[config.mk]
export PLATFORM = sky130hd
export DESIGN_NAME = pfc_host
export DESIGN_NICKNAME = d
export VERILOG_FILES = /design/src/core/pfc_pkg.sv /design/src/core/pfc_host.sv /design/src/core/pfc_sync.sv
export SDC_FILE = /design/constraint.sdc
export NUM_CORES = 1
export LEC_CHECK = 0
export BUFFER_PORTS_ARGS = -buffer_cell sky130_fd_sc_hd__buf_2
export CELL_PAD_IN_SITES_DETAIL_PLACEMENT = 1
export CELL_PAD_IN_SITES_GLOBAL_PLACEMENT = 1
export CORE_MARGIN = 2
export CORE_UTILIZATION = 40
export DETAILED_ROUTE_END_ITERATION = 16
export MAX_ROUTING_LAYER = met4
export PLACE_DENSITY = 0.82
export SLEW_MARGIN = 20
export SYNTH_ARGS = -nofsm -noshare
export SYNTH_HDL_FRONTEND = slang
export SYNTH_HIERARCHICAL = 1
export SYNTH_SLANG_ARGS = --single-unit
[constraint.sdc]
create_clock -name sys_clk -period 4.9 [get_ports sys_clk]
set_clock_uncertainty 0.1 [all_clocks]
set_input_delay 1.47 -clock sys_clk [delete_from_list [all_inputs] [get_ports sys_clk]]
set_output_delay 1.47 -clock sys_clk [all_outputs]
set_load 0.02 [all_outputs]
[src/core/pfc_pkg.sv]
// Package: constants, register map and operation codes for the parallel flash host controller
package pfc_pkg;

    // Flash word interface geometry
    localparam int ADDR_W  = 19;
    localparam int DATA_W  = 16;
    localparam int BLK_W   = 4;
    localparam int BLK_LSB = 15;
    localparam int NBLK    = 16;
    localparam int CNT_W   = 21;

    // Address bit positions used by identification and protection cycles
    localparam int A_BIT0  = 0;
    localparam int A_BIT1  = 1;
    localparam int A_BIT6  = 6;
    localparam int A_BIT8  = 8;

    // Status bits on the flash data lines
    localparam int DQ_POLL    = 7;
    localparam int DQ_TOGGLE  = 6;
    localparam int DQ_TIMEOUT = 5;

    // Command data and expected verify bytes
    localparam logic [15:0] RESET_CMD_DATA = 16'h00F0;
    localparam logic [7:0]  PROT_OK        = 8'h01;
    localparam logic [7:0]  UNPROT_OK      = 8'h00;

    // Timing, figures in their own unit, counts derived from the clock
    localparam int CLK_NS          = 8;
    localparam int ACCESS_TIME_NS  = 70;
    localparam int SYNC_STAGES     = 2;
    localparam int SETUP_NS        = 10;
    localparam int WE_LOW_NS       = 40;
    localparam int HOLD_NS         = 10;
    localparam int RECOVER_NS      = 20;
    localparam int PROT_PULSE_US   = 100;
    localparam int UNPROTECT_PULSE_TIME_US = 10000;
    localparam int ACC_CYC   = (ACCESS_TIME_NS + CLK_NS - 1) / CLK_NS;
    localparam int RD_WAIT   = ACC_CYC + SYNC_STAGES;
    localparam int SETUP_CYC = (SETUP_NS + CLK_NS - 1) / CLK_NS;
    localparam int WE_CYC    = (WE_LOW_NS + CLK_NS - 1) / CLK_NS;
    localparam int HOLD_CYC  = (HOLD_NS + CLK_NS - 1) / CLK_NS;
    localparam int REC_CYC   = (RECOVER_NS + CLK_NS - 1) / CLK_NS;
    localparam int PROT_CYC  = (PROT_PULSE_US * 1000 + CLK_NS - 1) / CLK_NS;
    localparam int UNPROT_CYC = (UNPROTECT_PULSE_TIME_US * 1000 + CLK_NS - 1) / CLK_NS;
    localparam int MAX_TRIES  = 25;
    localparam int POLL_LIMIT = 60000;

    // Register indices on the software port
    localparam logic [3:0] REG_CTRL   = 4'h0;
    localparam logic [3:0] REG_ADDR   = 4'h1;
    localparam logic [3:0] REG_WDATA  = 4'h2;
    localparam logic [3:0] REG_RDATA  = 4'h3;
    localparam logic [3:0] REG_STATUS = 4'h4;
    localparam logic [3:0] REG_PMASK  = 4'h5;
    localparam logic [3:0] REG_TRIES  = 4'h6;

    // Status register bit positions
    localparam int ST_BUSY = 0;
    localparam int ST_DONE = 1;
    localparam int ST_ERR  = 2;

    typedef enum logic [2:0] {
        OP_READ    = 3'h0,
        OP_WRITE   = 3'h1,
        OP_HVID    = 3'h2,
        OP_POLL    = 3'h3,
        OP_RESET   = 3'h4,
        OP_PROTECT = 3'h5,
        OP_UNPROT  = 3'h6,
        OP_BAD     = 3'h7
    } pfc_op_t;

    typedef enum logic [1:0] {
        AF_DONE  = 2'h0,
        AF_READ  = 2'h1,
        AF_PULSE = 2'h2,
        AF_WRITE = 2'h3
    } pfc_after_t;

endpackage

[src/core/pfc_host.sv]
// Host controller driving a parallel NOR flash word interface through its pins
//
// Strobed register access and the register addresses were decided locally.
`timescale 1ns/1ns
module pfc_host #(
    parameter int PROT_PULSE_CYC   = pfc_pkg::PROT_CYC,
    parameter int UNPROT_PULSE_CYC = pfc_pkg::UNPROT_CYC,
    parameter int MAX_TRIES        = pfc_pkg::MAX_TRIES,
    parameter int POLL_LIMIT       = pfc_pkg::POLL_LIMIT
) (
    // Clock and reset
    input  wire logic        sys_clk,
    input  wire logic        rst_n,
    // Software register port
    input  wire logic [3:0]  reg_addr,
    input  wire logic [31:0] reg_wdata,
    input  wire logic        reg_wr,
    input  wire logic        reg_rd,
    output logic      [31:0] reg_rdata,
    // Flash control pins
    output logic             flash_ce_n,
    output logic             flash_oe_n,
    output logic             flash_we_n,
    output logic [18:0]      flash_addr,
    // Flash data pins, two-way
    input  wire logic [15:0] flash_dq_i,
    output logic      [15:0] flash_dq_o,
    output logic             flash_dq_oe,
    // Elevated identification voltage switches for A9 and output enable
    output logic             flash_a9_hv_en,
    output logic             flash_oe_hv_en
);
    localparam int CW = pfc_pkg::CNT_W;

    if (PROT_PULSE_CYC < 1 || PROT_PULSE_CYC >= (1 << CW) ||
        UNPROT_PULSE_CYC < 1 || UNPROT_PULSE_CYC >= (1 << CW) ||
        MAX_TRIES < 1 || MAX_TRIES > 65535 || POLL_LIMIT < 2 || POLL_LIMIT > 65535) begin : g_chk
        $error("pfc_host parameter out of range");
    end

    typedef enum logic [5:0] {
        ST_IDLE = 6'h01,
        ST_RD   = 6'h02,
        ST_WSET = 6'h04,
        ST_WLO  = 6'h08,
        ST_WHI  = 6'h10,
        ST_REC  = 6'h20
    } pfc_fsm_t;

    typedef struct packed {
        pfc_fsm_t                           fsm;
        logic [CW-1:0]                      cnt;
        logic [CW-1:0]                      plen;
        pfc_pkg::pfc_op_t                   op;
        pfc_pkg::pfc_after_t                after;
        logic [pfc_pkg::ADDR_W-1:0]         addr;
        logic [pfc_pkg::DATA_W-1:0]         wdata;
        logic [pfc_pkg::DATA_W-1:0]         rdata;
        logic [pfc_pkg::ADDR_W-1:0]         pa;
        logic [pfc_pkg::DATA_W-1:0]         dq;
        logic                               dq_oe;
        logic                               ce_n;
        logic                               oe_n;
        logic                               we_n;
        logic                               a9_hv;
        logic                               oe_hv;
        logic                               busy;
        logic                               done;
        logic                               err;
        logic                               first;
        logic                               last6;
        logic [pfc_pkg::BLK_W-1:0]          blk;
        logic [15:0]                        tries;
        logic [pfc_pkg::NBLK-1:0]           pmask;
        logic [31:0]                        reg_rdata;
    } pfc_host_st_t;

    pfc_host_st_t              r;
    pfc_host_st_t              n;
    logic [pfc_pkg::DATA_W-1:0] dq_s;

    pfc_sync #(
        .W (pfc_pkg::DATA_W)
    ) u_dq_sync (
        .sys_clk (sys_clk),
        .rst_n   (rst_n),
        .d       (flash_dq_i),
        .q       (dq_s)
    );

    // Read cycle: select and output enable low, write strobe high
    function automatic pfc_host_st_t launch_rd(input pfc_host_st_t s);
        pfc_host_st_t t;
        t       = s;
        t.fsm   = ST_RD;
        t.ce_n  = 1'b0;
        t.oe_n  = 1'b0;
        t.we_n  = 1'b1;
        t.dq_oe = 1'b0;
        t.oe_hv = 1'b0;
        t.cnt   = CW'(pfc_pkg::RD_WAIT - 1);
        return t;
    endfunction

    // Write cycle: output enable stays high so the cycle is never taken as a read
    function automatic pfc_host_st_t launch_wr(input pfc_host_st_t s, input int len);
        pfc_host_st_t t;
        t       = s;
        t.fsm   = ST_WSET;
        t.ce_n  = 1'b0;
        t.oe_n  = 1'b1;
        t.we_n  = 1'b1;
        t.dq_oe = 1'b1;
        t.plen  = CW'(len - 1);
        t.cnt   = CW'(pfc_pkg::SETUP_CYC - 1);
        return t;
    endfunction

    // Elevated-voltage strobe for protect or unprotect, data held at a defined level
    function automatic pfc_host_st_t launch_pulse(input pfc_host_st_t s, input int len);
        pfc_host_st_t t;
        t       = launch_wr(s, len);
        t.dq    = '0;
        t.a9_hv = 1'b1;
        t.oe_hv = 1'b1;
        return t;
    endfunction

    function automatic pfc_host_st_t finish(input pfc_host_st_t s);
        pfc_host_st_t t;
        t       = s;
        t.fsm   = ST_IDLE;
        t.busy  = 1'b0;
        t.done  = 1'b1;
        t.a9_hv = 1'b0;
        t.oe_hv = 1'b0;
        return t;
    endfunction

    always_comb begin
        n           = r;
        n.reg_rdata = '0;
        if (r.cnt != '0) begin
            n.cnt = r.cnt - 1'b1;
        end

        // Register reads; data stand in the next cycle only
        if (reg_rd) begin
            case (reg_addr)
                pfc_pkg::REG_CTRL:   n.reg_rdata = {29'h0, r.op};
                pfc_pkg::REG_ADDR:   n.reg_rdata = {13'h0, r.addr};
                pfc_pkg::REG_WDATA:  n.reg_rdata = {16'h0, r.wdata};
                pfc_pkg::REG_RDATA:  n.reg_rdata = {16'h0, r.rdata};
                pfc_pkg::REG_STATUS: n.reg_rdata = {29'h0, r.err, r.done, r.busy};
                pfc_pkg::REG_PMASK:  n.reg_rdata = {16'h0, r.pmask};
                pfc_pkg::REG_TRIES:  n.reg_rdata = {16'h0, r.tries};
                default:             n.reg_rdata = '0;
            endcase
        end

        // Writes while busy are ignored so an operation never sees its inputs move
        if (reg_wr && !r.busy) begin
            case (reg_addr)
                pfc_pkg::REG_ADDR:  n.addr  = reg_wdata[pfc_pkg::ADDR_W-1:0];
                pfc_pkg::REG_WDATA: n.wdata = reg_wdata[pfc_pkg::DATA_W-1:0];
                pfc_pkg::REG_PMASK: n.pmask = reg_wdata[pfc_pkg::NBLK-1:0];
                default: ;
            endcase
        end

        unique case (r.fsm)
            ST_IDLE: begin
                if (reg_wr && reg_addr == pfc_pkg::REG_CTRL) begin
                    n.op    = pfc_pkg::pfc_op_t'(reg_wdata[2:0]);
                    n.busy  = 1'b1;
                    n.done  = 1'b0;
                    n.err   = 1'b0;
                    n.first = 1'b1;
                    n.tries = '0;
                    n.blk   = '0;
                    n.pa    = r.addr;
                    n.dq    = r.wdata;
                    n.after = pfc_pkg::AF_DONE;
                    // Array reads need no command, even straight after power-up
                    case (pfc_pkg::pfc_op_t'(reg_wdata[2:0]))
                        pfc_pkg::OP_READ: n = launch_rd(n);
                        pfc_pkg::OP_POLL: n = launch_rd(n);
                        pfc_pkg::OP_WRITE: n = launch_wr(n, pfc_pkg::WE_CYC);
                        pfc_pkg::OP_RESET: begin
                            n.dq = pfc_pkg::RESET_CMD_DATA;
                            n    = launch_wr(n, pfc_pkg::WE_CYC);
                        end
                        pfc_pkg::OP_HVID: begin
                            n.a9_hv = 1'b1;
                            if (!r.addr[pfc_pkg::A_BIT6] && !r.addr[pfc_pkg::A_BIT1] &&
                                !r.addr[pfc_pkg::A_BIT0]) begin
                                n.pa[pfc_pkg::A_BIT8] = 1'b1;
                            end
                            n = launch_rd(n);
                        end
                        pfc_pkg::OP_PROTECT: begin
                            n.pa = '0;
                            n.pa[pfc_pkg::BLK_LSB +: pfc_pkg::BLK_W] =
                                r.addr[pfc_pkg::BLK_LSB +: pfc_pkg::BLK_W];
                            n.pa[pfc_pkg::A_BIT1] = 1'b1;
                            n.after = pfc_pkg::AF_READ;
                            n = launch_pulse(n, PROT_PULSE_CYC);
                        end
                        pfc_pkg::OP_UNPROT: begin
                            if (r.pmask != {pfc_pkg::NBLK{1'b1}}) begin
                                n = finish(n);
                                n.err = 1'b1;
                            end else begin
                                n.pa = '0;
                                n.pa[pfc_pkg::A_BIT6] = 1'b1;
                                n.pa[pfc_pkg::A_BIT1] = 1'b1;
                                n.after = pfc_pkg::AF_READ;
                                n = launch_pulse(n, UNPROT_PULSE_CYC);
                            end
                        end
                        default: begin
                            n = finish(n);
                            n.err = 1'b1;
                        end
                    endcase
                end
            end
            ST_WSET: begin
                // Address settles before the strobe's falling edge; select falls together with the address
                if (r.cnt == '0) begin
                    n.we_n = 1'b0;
                    n.cnt  = r.plen;
                    n.fsm  = ST_WLO;
                end
            end
            ST_WLO: begin
                if (r.cnt == '0) begin
                    n.we_n = 1'b1;
                    n.cnt  = CW'(pfc_pkg::HOLD_CYC - 1);
                    n.fsm  = ST_WHI;
                end
            end
            ST_WHI: begin
                // Data and select held past the strobe's rising edge
                if (r.cnt == '0) begin
                    n.ce_n  = 1'b1;
                    n.dq_oe = 1'b0;
                    n.oe_hv = 1'b0;
                    n.cnt   = CW'(pfc_pkg::REC_CYC - 1);
                    n.fsm   = ST_REC;
                end
            end
            ST_RD: begin
                if (r.cnt == '0) begin
                    // Sampled only while selected and enabled; a floating bus is never read
                    n.rdata = dq_s;
                    n.ce_n  = 1'b1;
                    n.oe_n  = 1'b1;
                    n.cnt   = CW'(pfc_pkg::REC_CYC - 1);
                    n.fsm   = ST_REC;
                    n.after = pfc_pkg::AF_DONE;
                    case (r.op)
                        pfc_pkg::OP_POLL: begin
                            n.first = 1'b0;
                            n.last6 = dq_s[pfc_pkg::DQ_TOGGLE];
                            n.tries = r.tries + 16'h0001;
                            if (!r.first && dq_s[pfc_pkg::DQ_TOGGLE] == r.last6 &&
                                dq_s[pfc_pkg::DQ_POLL] == r.wdata[pfc_pkg::DQ_POLL]) begin
                                n.after = pfc_pkg::AF_DONE;
                            end else if (!r.first && dq_s[pfc_pkg::DQ_TIMEOUT]) begin
                                n.err   = 1'b1;
                                n.dq    = pfc_pkg::RESET_CMD_DATA;
                                n.after = pfc_pkg::AF_WRITE;
                            end else if (r.tries == 16'(POLL_LIMIT - 1)) begin
                                n.err   = 1'b1;
                                n.dq    = pfc_pkg::RESET_CMD_DATA;
                                n.after = pfc_pkg::AF_WRITE;
                            end else begin
                                n.after = pfc_pkg::AF_READ;
                            end
                        end
                        pfc_pkg::OP_PROTECT: begin
                            if (dq_s[7:0] == pfc_pkg::PROT_OK) begin
                                n.pmask[r.pa[pfc_pkg::BLK_LSB +: pfc_pkg::BLK_W]] = 1'b1;
                            end else begin
                                n.err = 1'b1;
                            end
                        end
                        pfc_pkg::OP_UNPROT: begin
                            if (dq_s[7:0] == pfc_pkg::UNPROT_OK) begin
                                if (r.blk == pfc_pkg::BLK_W'(pfc_pkg::NBLK - 1)) begin
                                    n.pmask = '0;
                                end else begin
                                    n.blk = r.blk + 1'b1;
                                    n.pa[pfc_pkg::BLK_LSB +: pfc_pkg::BLK_W] = r.blk + 1'b1;
                                    n.after = pfc_pkg::AF_READ;
                                end
                            end else if (r.tries == 16'(MAX_TRIES - 1)) begin
                                n.tries = r.tries + 16'h0001;
                                n.err   = 1'b1;
                            end else begin
                                // Any block still set restarts the whole pulse and scan
                                n.tries = r.tries + 16'h0001;
                                n.blk   = '0;
                                n.pa[pfc_pkg::BLK_LSB +: pfc_pkg::BLK_W] = '0;
                                n.after = pfc_pkg::AF_PULSE;
                            end
                        end
                        default: ;
                    endcase
                end
            end
            ST_REC: begin
                if (r.cnt == '0) begin
                    // Helpers start from n so a register answer due this cycle survives
                    unique case (r.after)
                        pfc_pkg::AF_DONE:  n = finish(n);
                        pfc_pkg::AF_READ:  n = launch_rd(n);
                        pfc_pkg::AF_PULSE: n = launch_pulse(n, UNPROT_PULSE_CYC);
                        pfc_pkg::AF_WRITE: begin
                            n = launch_wr(n, pfc_pkg::WE_CYC);
                            n.after = pfc_pkg::AF_DONE;
                        end
                    endcase
                end
            end
        endcase
    end

    always_ff @(posedge sys_clk) begin
        if (!rst_n) begin
            r       <= '0;
            r.fsm   <= ST_IDLE;
            r.ce_n  <= 1'b1;
            r.oe_n  <= 1'b1;
            r.we_n  <= 1'b1;
            r.op    <= pfc_pkg::OP_READ;
            r.after <= pfc_pkg::AF_DONE;
        end else begin
            r <= n;
        end
    end

    assign reg_rdata      = r.reg_rdata;
    assign flash_ce_n     = r.ce_n;
    assign flash_oe_n     = r.oe_n;
    assign flash_we_n     = r.we_n;
    assign flash_addr     = r.pa;
    assign flash_dq_o     = r.dq;
    assign flash_dq_oe    = r.dq_oe;
    assign flash_a9_hv_en = r.a9_hv;
    assign flash_oe_hv_en = r.oe_hv;
endmodule

[src/core/pfc_sync.sv]
// Two-stage synchroniser for the flash data inputs
`timescale 1ns/1ns
module pfc_sync #(
    parameter int W = 16
) (
    // Clock and reset
    input  wire logic         sys_clk,
    input  wire logic         rst_n,
    // Asynchronous input and synchronised output
    input  wire logic [W-1:0] d,
    output logic      [W-1:0] q
);
    if (W < 1) begin : g_chk
        $error("pfc_sync width must be at least one");
    end

    typedef struct packed {
        logic [W-1:0] s1;
        logic [W-1:0] s2;
    } pfc_sync_st_t;

    pfc_sync_st_t r;
    pfc_sync_st_t n;

    // First stage feeds only the second stage
    always_comb begin
        n    = r;
        n.s1 = d;
        n.s2 = r.s1;
    end

    always_ff @(posedge sys_clk) begin
        if (!rst_n) begin
            r <= '0;
        end else begin
            r <= n;
        end
    end

    assign q = r.s2;
endmodule

* Word level (Yosys, flattened, before mapping)
Cells that the tools add are included.
** Storage, ports and cells
- Register bits after elaboration :: 250
- Memories kept :: 0
- Memory bits (writable) :: 0
- Output and inout port bits :: 73
- Latch bits :: 0
- Memory bits (read-only) :: 0
** Operators by class
- Muxes and demuxes :: 72
- Magnitude comparators :: 2
- Divide/modulo/power cells :: 0
- Add/subtract/negate cells :: 3
- Reductions and logical operators :: 45
- Equality and inequality tests :: 62
- Bitwise gates (word level) :: 2
- Shift operators :: 0
- Multiply operators :: 0
** Operators with widths (count)
- $pmux 218 s6 :: 1
- $pmux 218 s4 :: 1
- $mux 218 :: 2
- $mux 215 :: 1
- $mux 16 :: 12
- $pmux 27 s5 :: 1
- $pmux 19 s7 :: 1
- $pmux 39 s3 :: 1
- $mux 27 :: 3
- $pmux 35 s2 :: 1
- $pmux 16 s2 :: 2
- $pmux 32 s2 :: 1
- $pmux 20 s3 :: 1
- $pmux 16 s3 :: 1
- $pmux 24 s2 :: 1
- $mux 39 :: 1
- $mux 19 :: 2
- $mux 35 :: 1
- $reduce_and 7->1 :: 5
- $reduce_and 8->1 :: 4
- $ne 2x2->1 const B :: 15
- $pmux 15 s2 :: 1
- $reduce_and 9->1 :: 3
- $ne 3x3->1 const B :: 8
- other kinds (61) :: 116

* Depth between registers and ports, before layout
Gate-level depths: netlist of run 1.
- Word-level depth :: 9
- Mapped depth :: 11
- Gate-level depth less buffers :: 11

* Hierarchy
The synthesis of run 1 kept the hierarchy.
** By module, submodules not included
- pfc_host :: cells each 1193, area each 9567.9 um2, instances 1, sequential area each 3763.6 um2
- pfc_sync :: cells each 67, area each 895.9 um2, instances 1, sequential area each 640.6 um2

* Worst setup path after synthesis of run 1
Ideal clock, no wire load.
- Kind :: input port to flip-flop
- From :: in reg_addr[3]
- To :: reg r[60] (netlist name)
- Cell stages on the path :: 8
- Setup time :: 0.070 ns
- Path slack :: 0.979 ns
- Arrival time :: 3.751 ns
- Buffers on the path :: 2
- Cell sequence :: buf_2 > or4_4 > o211ai_4 > nand2_2 > or4b_1 > buf_2 > or4_1 > a21oi_1
** On the way
- Longest elaborated chain between the ends :: 4
** Ends and longest elaborated chain
- start, declared :: line pfc_host.sv:15 : input wire logic [3:0] reg_addr,
- $logic_not 4->1 :: line pfc_host.sv:173 : if (reg_wr && reg_addr == pfc_pkg::REG_CTRL) begin
- $logic_and 1x1->1 :: line pfc_host.sv:173
- $ne 2x2->1 (no line)
- $reduce_and 10->1 (no line)
- end signal, assigned :: line pfc_host.sv:340 : r <= n;
- end, declared :: line pfc_host.sv:78 : pfc_host_st_t r;
No other way between the ends.
A chain may end at the register's enable or synchronous reset.

* Worst setup path in the final report of run 1
- From :: reg r[195] (netlist name)
- To :: reg r, in the netlist flash_dq_o[15]
** On the way
- Longest elaborated chain between the ends :: 3
** Ends and longest elaborated chain (line)
- $logic_not 21->1 * :: pfc_host.sv:254, pfc_host.sv:314
- $ne 2x2->1 (no line)
- $reduce_and 10->1 (no line) *
Every way passes the cells marked *; elsewhere a longest branch is shown, timed or not.

==> results.py, run 1 <==
metrics = {
    "outcome": {
        "status": "finished, final reports clean",
    },
    "yosys": {
        "synth.area.mux_share_pct": 2.52,
        "syn_inst": 1260,
        "mappedNetlistArea_mm2": 0.0105,
        "synth.yosys.seq_area_share_pct": 42.1,
        "synth_most_common_cell": "dfxtp_1",
        "netlist.area_leader.share_pct": 42.1,
        "synthFlopType": "dfxtp_1",
        "synth_xor_area_share_pct": 2.09,
        "synth_cell_types": 78,
        "syn-mean-instance-area_um2": 8.30,
        "yosysTopAreaCell": "dfxtp_1",
        "async_flop_share_pct": 0,
        "synth-simple-area-share_pct": 24.7,
        "synth_top_family_by_area": "simple AND/OR/NAND/NOR gates",
        "synth-edff-count": 0,
        "ys_ff_latch": 220,
        "synth_fa_ha_area_share_pct": 0.837,
        "synth_compound_area_share_pct": 19.5,
        "yosys_warnings": 6,
        "synthTopCellsByArea": "dfxtp_1 42%, nand2_1 7.0%, a21oi_1 5.2%, buf_4 4.9%, nor2_1 3.4%",
        "synthTopCellsByCount": "220 x dfxtp_1, 196 x nand2_1, 108 x a21oi_1, 95 x nor2_1, 68 x buf_4",
    },
    "critical_path": {
        "crit_family": "simple AND/OR/NAND/NOR gates",
        "critPathMaxFanout": 12,
        "crit_path_max_incr_delay_ns": 0.70,
        "arrival_ns": 4.10,
        "path_buf_inv": 0,
        "crit_path_start_kind": "flop",
        "cp_slowest_cell": "a2bb2oi_1",
        "criticalPathCategory": "reg -> reg",
        "cp_cell_sequence": "nor3_1, nand2_1, nor4_1, a2bb2oi_1, and3_1, a22o_1",
        "cp_data_required_time_ns": 5.26,
        "cp-end-kind": "flop",
    },
    "timing": {
        "setup_tns_ns": 0,
        "setup_violations": 0,
        "period_needed_ns": 3.74,
        "max-slew-margin-rel_pct": 37.6,
        "hold_viol_final": 0,
        "rsz0062_at_grt": "no",
        "slew_viol_final": 0,
        "timing.final.crit_share_pct": 76.2,
        "max_freq_mhz": 268,
        "worst_pin_slew_ns": 0.927,
    },
    "route": {
        "drtAntennaViolNets": 0,
        "totalWireLength_um": 33300,
        "wl_per_cell_um": 20.4,
        "drtPass1Iterations": 5,
        "vias_per_cell": 5.80,
        "via_count": 9505,
        "drt_iter0_drc": 854,
        "drc_errors": 0,
    },
    "clock_tree": {
        "cts_buffers": 25,
        "htree_levels": 1,
        "clock_latency_ns": 0.54,
        "hold_buffers": 0,
        "clkSinkCount": 220,
        "clockBufferDepth": 3,
        "clk_pin_slew_ns": 0.06,
        "tritoncts": "built",
        "post_cts_resized": 0,
        "post-cts-setup-buffers": 0,
        "root_buffer": "clkbuf_16",
    },
    "floorplanning": {
        "rows": 59,
        "dieArea_mm2": 0.0275,
        "die_h_um": 166,
        "die_x_um": 166,
        "initial_core_util_pct": 40.5,
        "core_area_mm2": 0.0258,
        "io_pins": 129,
    },
    "grt": {
        "use_met3_pct": 2.72,
        "grt_overflow": 0,
        "grt_pass1_vias": 9332,
        "grtUsageMet1_pct": 32.5,
        "grt_pass1_wl_um": 52400,
        "grt_max_degree": 75,
        "grt_usage_pct": 24.1,
        "top_usage_layer": "met2",
        "antenna_found_initial": 0,
        "grt_use_met2_pct": 38.0,
    },
    "finish": {
        "areaGrowthSynthToFinish_pct": 11.0,
        "drive_gt1_share_pct": 16.7,
        "final_area_mm2": 0.0116,
        "antennaDiodeCount": 0,
        "nets": 1349,
    },
    "pwr": {
        "power.switching_mw": 1.31,
        "pwr-share-comb_pct": 16.2,
        "power_density_mw_per_mm2": 387,
        "pwr-share-clk_pct": 40.9,
        "share_seq_of_total_power_pct": 42.9,
        "cell_internal_pwr_mw": 3.18,
        "p_leak_nw": 4.33,
        "switching_share_pct": 29.2,
        "ir_drop_mv": 0.269,
    },
    "flow_run": {
        "max-cap-violations": 0,
    },
    "hold_path": {
        "hold_path_class": "reg -> reg",
    },
    "placed_design": {
        "dpl_cell_area_mm2": 0.0108,
        "port_buffers": 102,
        "place_congestion": 0.917,
        "hpwl_um": 23900,
    },
}
power by group through the flow:
stage / clock network, mW / registers [mW] / logic [mW]
3_3_place_gp: 0 / 1.96 / 0.691
3_5_place_dp: 0 / 1.96 / 0.714
5_1_grt: 1.94 / 1.94 / 0.807
6_report: 1.84 / 1.93 / 0.728
2_1_floorplan: 0 / 1.94 / 0.546
4_1_cts: 1.87 / 1.92 / 0.721
metrics by stage:
step                      cells  worst slack, ns  total power, mW  utilization [%]  hold slack, ns
after detailed placement   1594            0.782             2.68             41.9           0.333
after global placement     1594            0.809             2.65             41.8           0.328
final                      1638             1.16             4.50             45.0           0.340
after global routing       1638            0.846             4.68             45.0           0.357
after CTS                  1638             1.17             4.51             44.9           0.345
after floorplan            1272            0.979             2.49                -           0.322
cell type report:
class                           instances  area, um2
Tap cell                              335        419
Clock inverter                         12        119
Inverter                               19       72.6
Multi-Input combinational cell        897       5260
Clock buffer                           32        672
Fill cell                            3090      14200
Sequential cell                       220       4400
Timing Repair Buffer                  123        668
state kept, by name, summed over array words and instances, names as in the netlist:
| register | count |
|---|---|
| r | 128 |
| flash_addr | 19 |
| reg_rdata | 19 |
| flash_dq_o | 16 |
| u_dq_sync/n | 16 |
| u_dq_sync/q | 16 |
| flash_a9_hv_en | 1 |
| flash_ce_n | 1 |
| flash_dq_oe | 1 |
| flash_oe_hv_en | 1 |
| flash_oe_n | 1 |
| flash_we_n | 1 |
per-layer routing:
layer	part of all wire [%]	up-vias
li1	-	4479
met1	45	4670
met2	46	288
met3	5.0	68
met4	3.3	0
met5	0	-
worst paths after layout:
check / startpoint / end / slack, ns / cells after the start
worst min-delay path: u_dq_sync/q[15] / r[129] / 0.34 / 2
worst min register to register: u_dq_sync/q[15] / r[129] / 0.34 / 2
worst max-delay path: r[195] / flash_dq_o[15] / 1.16 / 6
worst max register to register: r[195] / flash_dq_o[15] / 1.16 / 6
cells by family after synthesis:
| kind of cell | count (synthesis) |
|---|---|
| flip-flops | 220 |
| adder cells (fa/ha/maj) | 7 |
| buffers and inverters | 155 |
| other | 1 |
| XOR/XNOR | 25 |
| AO/OA/AOI/OAI | 308 |
| AND/OR/NAND/NOR | 519 |
| multiplexers | 25 |
cells in the final DEF, fill, tap and decap left out, types with 19 or more instances in the layout:
| master | n |
|---|---|
| o21ai_0 | 35 |
| clkbuf_16 | 25 |
| nor4_1 | 19 |
| dfxtp_1 | 220 |
| nor3_1 | 31 |
| a22oi_1 | 44 |
| nand2_1 | 196 |
| buf_4 | 21 |
| buf_2 | 102 |
| nor2_1 | 95 |
| and2_2 | 33 |
| mux2i_1 | 23 |
| nand3_1 | 38 |
| a21oi_1 | 107 |
worst min-delay path, cell delays in order (launching register included):
cell and delay, ns:
dfxtp_1 0.29, nand2_1 0.05, a21oi_1 0.05
(Power assumes the default switching activity.)
==> inputs of run 2 (changes only) <==
clock period = 3.9 ns   (was 4.9 ns; I/O delays follow)
==> results.py, run 2 (synthesis results as in run 1) <==
metrics = {
    "outcome": {
        "status": "finished, final reports clean",
    },
    "route": {
        "drtAntennaViolNets": 0,
        "vias_per_cell": 5.87,
        "via_count": 9731,
        "drt_iter0_drc": 865,
        "drtPass1Iterations": 5,
        "totalWireLength_um": 34200,
        "drc_errors": 0,
        "wl_per_cell_um": 20.7,
    },
    "pwr": {
        "power_mw": 5.80,
        "share_seq_of_total_power_pct": 41.7,
        "p_leak_nw": 4.45,
        "ir_drop_mv": 0.309,
        "power.switching_mw": 1.63,
        "pwr-share-clk_pct": 41.4,
        "power_density_mw_per_mm2": 492,
        "pwr-share-comb_pct": 16.9,
        "switching_share_pct": 28.2,
        "cell_internal_pwr_mw": 4.17,
    },
    "finish": {
        "top_register": "r",
        "areaGrowthSynthToFinish_pct": 12.8,
        "final_area_mm2": 0.0118,
        "fin_cells": 1657,
        "final_common_cell": "dfxtp_1",
        "largest_register_ffs": 128,
        "nets": 1367,
        "mostFrequentLayoutCells": "220 x dfxtp_1, 196 x nand2_1, 107 x a21oi_1",
        "fin_util_pct": 45.7,
        "antennaDiodeCount": 0,
        "fillers": 3126,
        "drive_gt1_share_pct": 17.7,
    },
    "critical_path": {
        "r2r_start": "r[191]",
        "criticalPathCategory": "reg -> reg",
        "cp_cell_sequence": "inv_1, ha_1, nor4b_1, and4_1, a31oi_4, or4b_1, or4_1, a21oi_1",
        "r2r_setup_slack_ns": 0.48,
        "cp_data_required_time_ns": 4.25,
        "cp_slowest_cell": "or4b_1",
        "reg2reg_to": "r[60]",
        "crit_path_max_incr_delay_ns": 0.71,
        "rr_worst_depth": 8,
        "cp-end-kind": "flop",
        "arrival_ns": 3.76,
        "crit_path_start_kind": "flop",
        "critPathMaxFanout": 9,
    },
    "grt": {
        "antenna_found_initial": 0,
        "grt_overflow": 0,
        "grt_pass1_wl_um": 54000,
        "grt_pass1_vias": 9622,
        "grt_usage_pct": 24.8,
        "grt_max_degree": 82,
    },
    "timing": {
        "setup_ws_ns": 0.484,
        "rsz0062_at_grt": "no",
        "hold_viol_final": 0,
        "slew_viol_final": 0,
        "max_freq_mhz": 293,
        "period_needed_ns": 3.42,
        "hold_ws_ns": 0.340,
        "timing.final.crit_share_pct": 87.6,
        "setup_violations": 0,
        "setup_tns_ns": 0,
        "worst_pin_slew_ns": 0.927,
        "max-slew-margin-rel_pct": 37.6,
    },
    "floorplanning": {
        "io_pins": 129,
        "die_h_um": 166,
        "rows": 59,
        "core_area_mm2": 0.0258,
        "die_x_um": 166,
        "initial_core_util_pct": 40.5,
        "dieArea_mm2": 0.0275,
    },
    "placed_design": {
        "hpwl_um": 24600,
        "dp.cells": 1613,
        "dp_slack_ns": 0.196,
        "dpl_cell_area_mm2": 0.0110,
        "place_congestion": 0.913,
        "port_buffers": 102,
    },
    "clock_tree": {
        "htree_levels": 1,
        "clock_latency_ns": 0.52,
        "post-cts-setup-buffers": 0,
        "tritoncts": "built",
        "clk_pin_slew_ns": 0.07,
        "clockBufferDepth": 3,
        "post_cts_resized": 0,
        "root_buffer": "clkbuf_16",
        "clkSinkCount": 220,
        "hold_buffers": 0,
        "cts_buffers": 24,
    },
    "hold_path": {
        "worstHoldEndpoint": "r[128]",
        "hold_start": "u_dq_sync/q[14]",
        "hold_path_class": "reg -> reg",
        "hold_depth": 2,
    },
    "flow_run": {
        "max-cap-violations": 0,
    },
}
==> run 2: changes by cell type in the layout (fill, tap and decap cells not counted), sizes merged <==
cell / before / now
clkinvlp: 2 / 0
buf: 123 / 142
clkbuf: 32 / 37
clkinv: 8 / 5
inv: 19 / 18
bufinv: 2 / 3
==> run 2: worst max-delay path by stage <==
stage / slack [ns] / depth (start not counted) / start / end
2_1_floorplan: 0.28 / 8 / reg_addr[3] / r[60]
3_3_place_gp: 0.23 / 7 / reg_addr[1] / r[60]
3_5_place_dp: 0.20 / 7 / reg_addr[1] / r[60]
4_1_cts: 0.51 / 10 / r[191] / flash_dq_o[2]
5_1_grt: 0.22 / 8 / r[191] / r[60]
6_report: 0.48 / 8 / r[191] / r[60]
==> run 2: final cells by class <==
class                           instances  area [um2]  area share [%]
Multi-Input combinational cell        897        5250            44.5
Clock buffer                           37         731            6.19
Clock inverter                          7         110           0.933
Inverter                               19        72.6           0.615
Timing Repair Buffer                  142         811            6.87
Tap cell                              335         419            3.55
Sequential cell                       220        4400            37.3
==> run 2: critical path, delay by kind of cell (launching register included) <==
| kind | cells | cell delay [ns] |
|---|---|---|
| buffers and inverters | 1 | 0.18 |
| AO/OA/AOI/OAI | 2 | 0.37 |
| flip-flops | 1 | 0.34 |
| adder cells (fa/ha/maj) | 1 | 0.23 |
| AND/OR/NAND/NOR | 4 | 2.10 |
==> run 2: power by group through the flow <==
stage               sequential, mW  combinational, mW  clock (mW)
finish                        2.42              0.979        2.40
global route                  2.43               1.08        2.53
CTS                           2.42              0.975        2.43
detailed placement            2.47              0.956           0
global placement              2.46              0.919           0
floorplan                     2.44              0.686           0
==> run 2: routing by layer <==
layer | track usage (%) | wire [um] | vias up | part of all wire, %
met2 | 39.8 | 16100 | 297 | 47
li1 | - | - | 4514 | -
met4 | 7.11 | 966 | 0 | 2.8
met1 | 32.9 | 15300 | 4855 | 45
met3 | 3.15 | 1770 | 65 | 5.2
met5 | - | 0 | - | 0
==> inputs of run 3 (changes only) <==
CORE_ASPECT_RATIO = 1.1   (was unset)
==> results.py, run 3 (synthesis results as in run 1) <==
metrics = {
    "clock_tree": {
        "clkSinkCount": 220,
        "hold_buffers": 0,
        "clock_latency_ns": 0.54,
        "clk_pin_slew_ns": 0.06,
        "tritoncts": "built",
        "cts_buffers": 24,
        "clockBufferDepth": 3,
        "htree_levels": 1,
        "post_cts_resized": 0,
        "post-cts-setup-buffers": 0,
        "root_buffer": "clkbuf_16",
    },
    "critical_path": {
        "crit_path_max_incr_delay_ns": 0.68,
        "path_buf_inv": 1,
        "rr_worst_depth": 8,
        "crit_path_start_kind": "flop",
        "crit_family": "simple AND/OR/NAND/NOR gates",
        "reg2reg_to": "r[60]",
        "critPathMaxFanout": 9,
        "cp_data_required_time_ns": 4.27,
        "arrival_ns": 3.63,
        "cp_cell_sequence": "inv_1, ha_1, nor4b_1, and4_1, a31oi_4, or4b_1, or4_1, a21oi_1",
        "cp-end-kind": "flop",
        "criticalPathCategory": "reg -> reg",
        "r2r_setup_slack_ns": 0.63,
        "cp_slowest_cell": "or4b_1",
        "r2r_start": "r[191]",
    },
    "floorplanning": {
        "die_h_um": 174,
        "die_x_um": 158,
        "rows": 62,
        "initial_core_util_pct": 40.4,
        "dieArea_mm2": 0.0275,
        "io_pins": 129,
        "core_area_mm2": 0.0259,
    },
    "finish": {
        "top_register": "r",
        "final_common_cell": "dfxtp_1",
        "mostFrequentLayoutCells": "220 x dfxtp_1, 196 x nand2_1, 108 x a21oi_1",
        "nets": 1371,
        "largest_register_ffs": 128,
        "areaGrowthSynthToFinish_pct": 13.5,
        "drive_gt1_share_pct": 18.1,
        "fin_util_pct": 45.8,
    },
    "timing": {
        "setup_violations": 0,
        "slew_viol_final": 0,
        "rsz0062_at_grt": "no",
        "hold_ws_ns": 0.333,
        "hold_viol_final": 0,
        "setup_tns_ns": 0,
        "timing.final.crit_share_pct": 83.8,
        "worst_pin_slew_ns": 0.898,
        "period_needed_ns": 3.27,
        "max-slew-margin-rel_pct": 39.6,
        "max_freq_mhz": 306,
    },
    "placed_design": {
        "place_congestion": 0.921,
        "hpwl_um": 25700,
        "port_buffers": 102,
    },
    "route": {
        "drt_iter0_drc": 916,
        "drc_errors": 0,
        "vias_per_cell": 5.95,
        "totalWireLength_um": 36000,
        "via_count": 9997,
        "wl_per_cell_um": 21.5,
        "drtAntennaViolNets": 0,
        "drtPass1Iterations": 5,
    },
    "grt": {
        "grt_usage_pct": 26.7,
        "grt_overflow": 0,
        "grt_pass1_wl_um": 56100,
        "antenna_found_initial": 1,
        "grt_pass1_vias": 9947,
        "grt_max_degree": 71,
    },
    "pwr": {
        "power_density_mw_per_mm2": 495,
        "ir_drop_mv": 0.351,
        "p_leak_nw": 4.47,
    },
    "hold_path": {
        "worstHoldEndpoint": "u_dq_sync/q[9]",
        "hold_path_class": "reg -> reg",
        "hold_start": "u_dq_sync/n[9]",
        "hold_depth": 1,
    },
    "outcome": {
        "status": "finished, final reports clean",
    },
    "flow_run": {
        "max-cap-violations": 0,
    },
}
## run 3: cell count changes in the layout (fill, tap and decap cells not counted), sizes merged
cell      delta
bufinv       +1
diode        +1
clkinvlp     +1
clkbuf       -4
buf          +4
clkinv       +2
## run 3: metrics by stage
step | cell area, um2 | cells | total power [mW] | setup WS, ns
detailed placement | 11000 | 1634 | 3.43 | 0.235
global route | 11900 | 1679 | 6.11 | 0.387
floorplan | 10500 | 1272 | 3.13 | 0.279
global placement | 11000 | 1634 | 3.40 | 0.238
CTS | 11900 | 1678 | 5.89 | 0.626
finish | 11900 | 1679 | 5.88 | 0.633
## run 3: area by class of cell
type                       count  area [um2]
fill                        3192       14000
inverter                      19        72.6
clock inverter                11         173
tap                          352         440
sequential                   220        4400
antenna                        1        2.50
multi-input combinational    897        5250
timing repair buffer         146         841
clock buffer                  33         684
## run 3: layer usage
| metal | share of wire, % | wire length (um) | GRT usage (%) | vias up |
|---|---|---|---|---|
| met5 | 0 | 0 | - | - |
| met4 | 3.2 | 1140 | 9.27 | 0 |
| met3 | 7.7 | 2780 | 4.08 | 89 |
| met2 | 46 | 16700 | 41.6 | 399 |
| met1 | 43 | 15400 | 35.2 | 4980 |
| li1 | - | - | - | 4529 |
## run 3: worst max-delay path by stage
stage / startpoint / end / slack [ns] / depth (start not counted)
finish: r[191] / r[60] / 0.63 / 8
global placement: reg_addr[1] / r[60] / 0.24 / 7
detailed placement: reg_addr[1] / r[60] / 0.24 / 7
CTS: r[191] / r[60] / 0.63 / 8
floorplan: reg_addr[3] / r[60] / 0.28 / 8
global route: r[191] / r[60] / 0.39 / 8
## run 3: where the power goes
part / total, mW / switching, mW / internal [mW]
clock network: 2.48 / 0.987 / 1.50
logic: 0.970 / 0.612 / 0.358
registers: 2.43 / 0.0909 / 2.34
total: 5.88 / 1.69 / 4.19
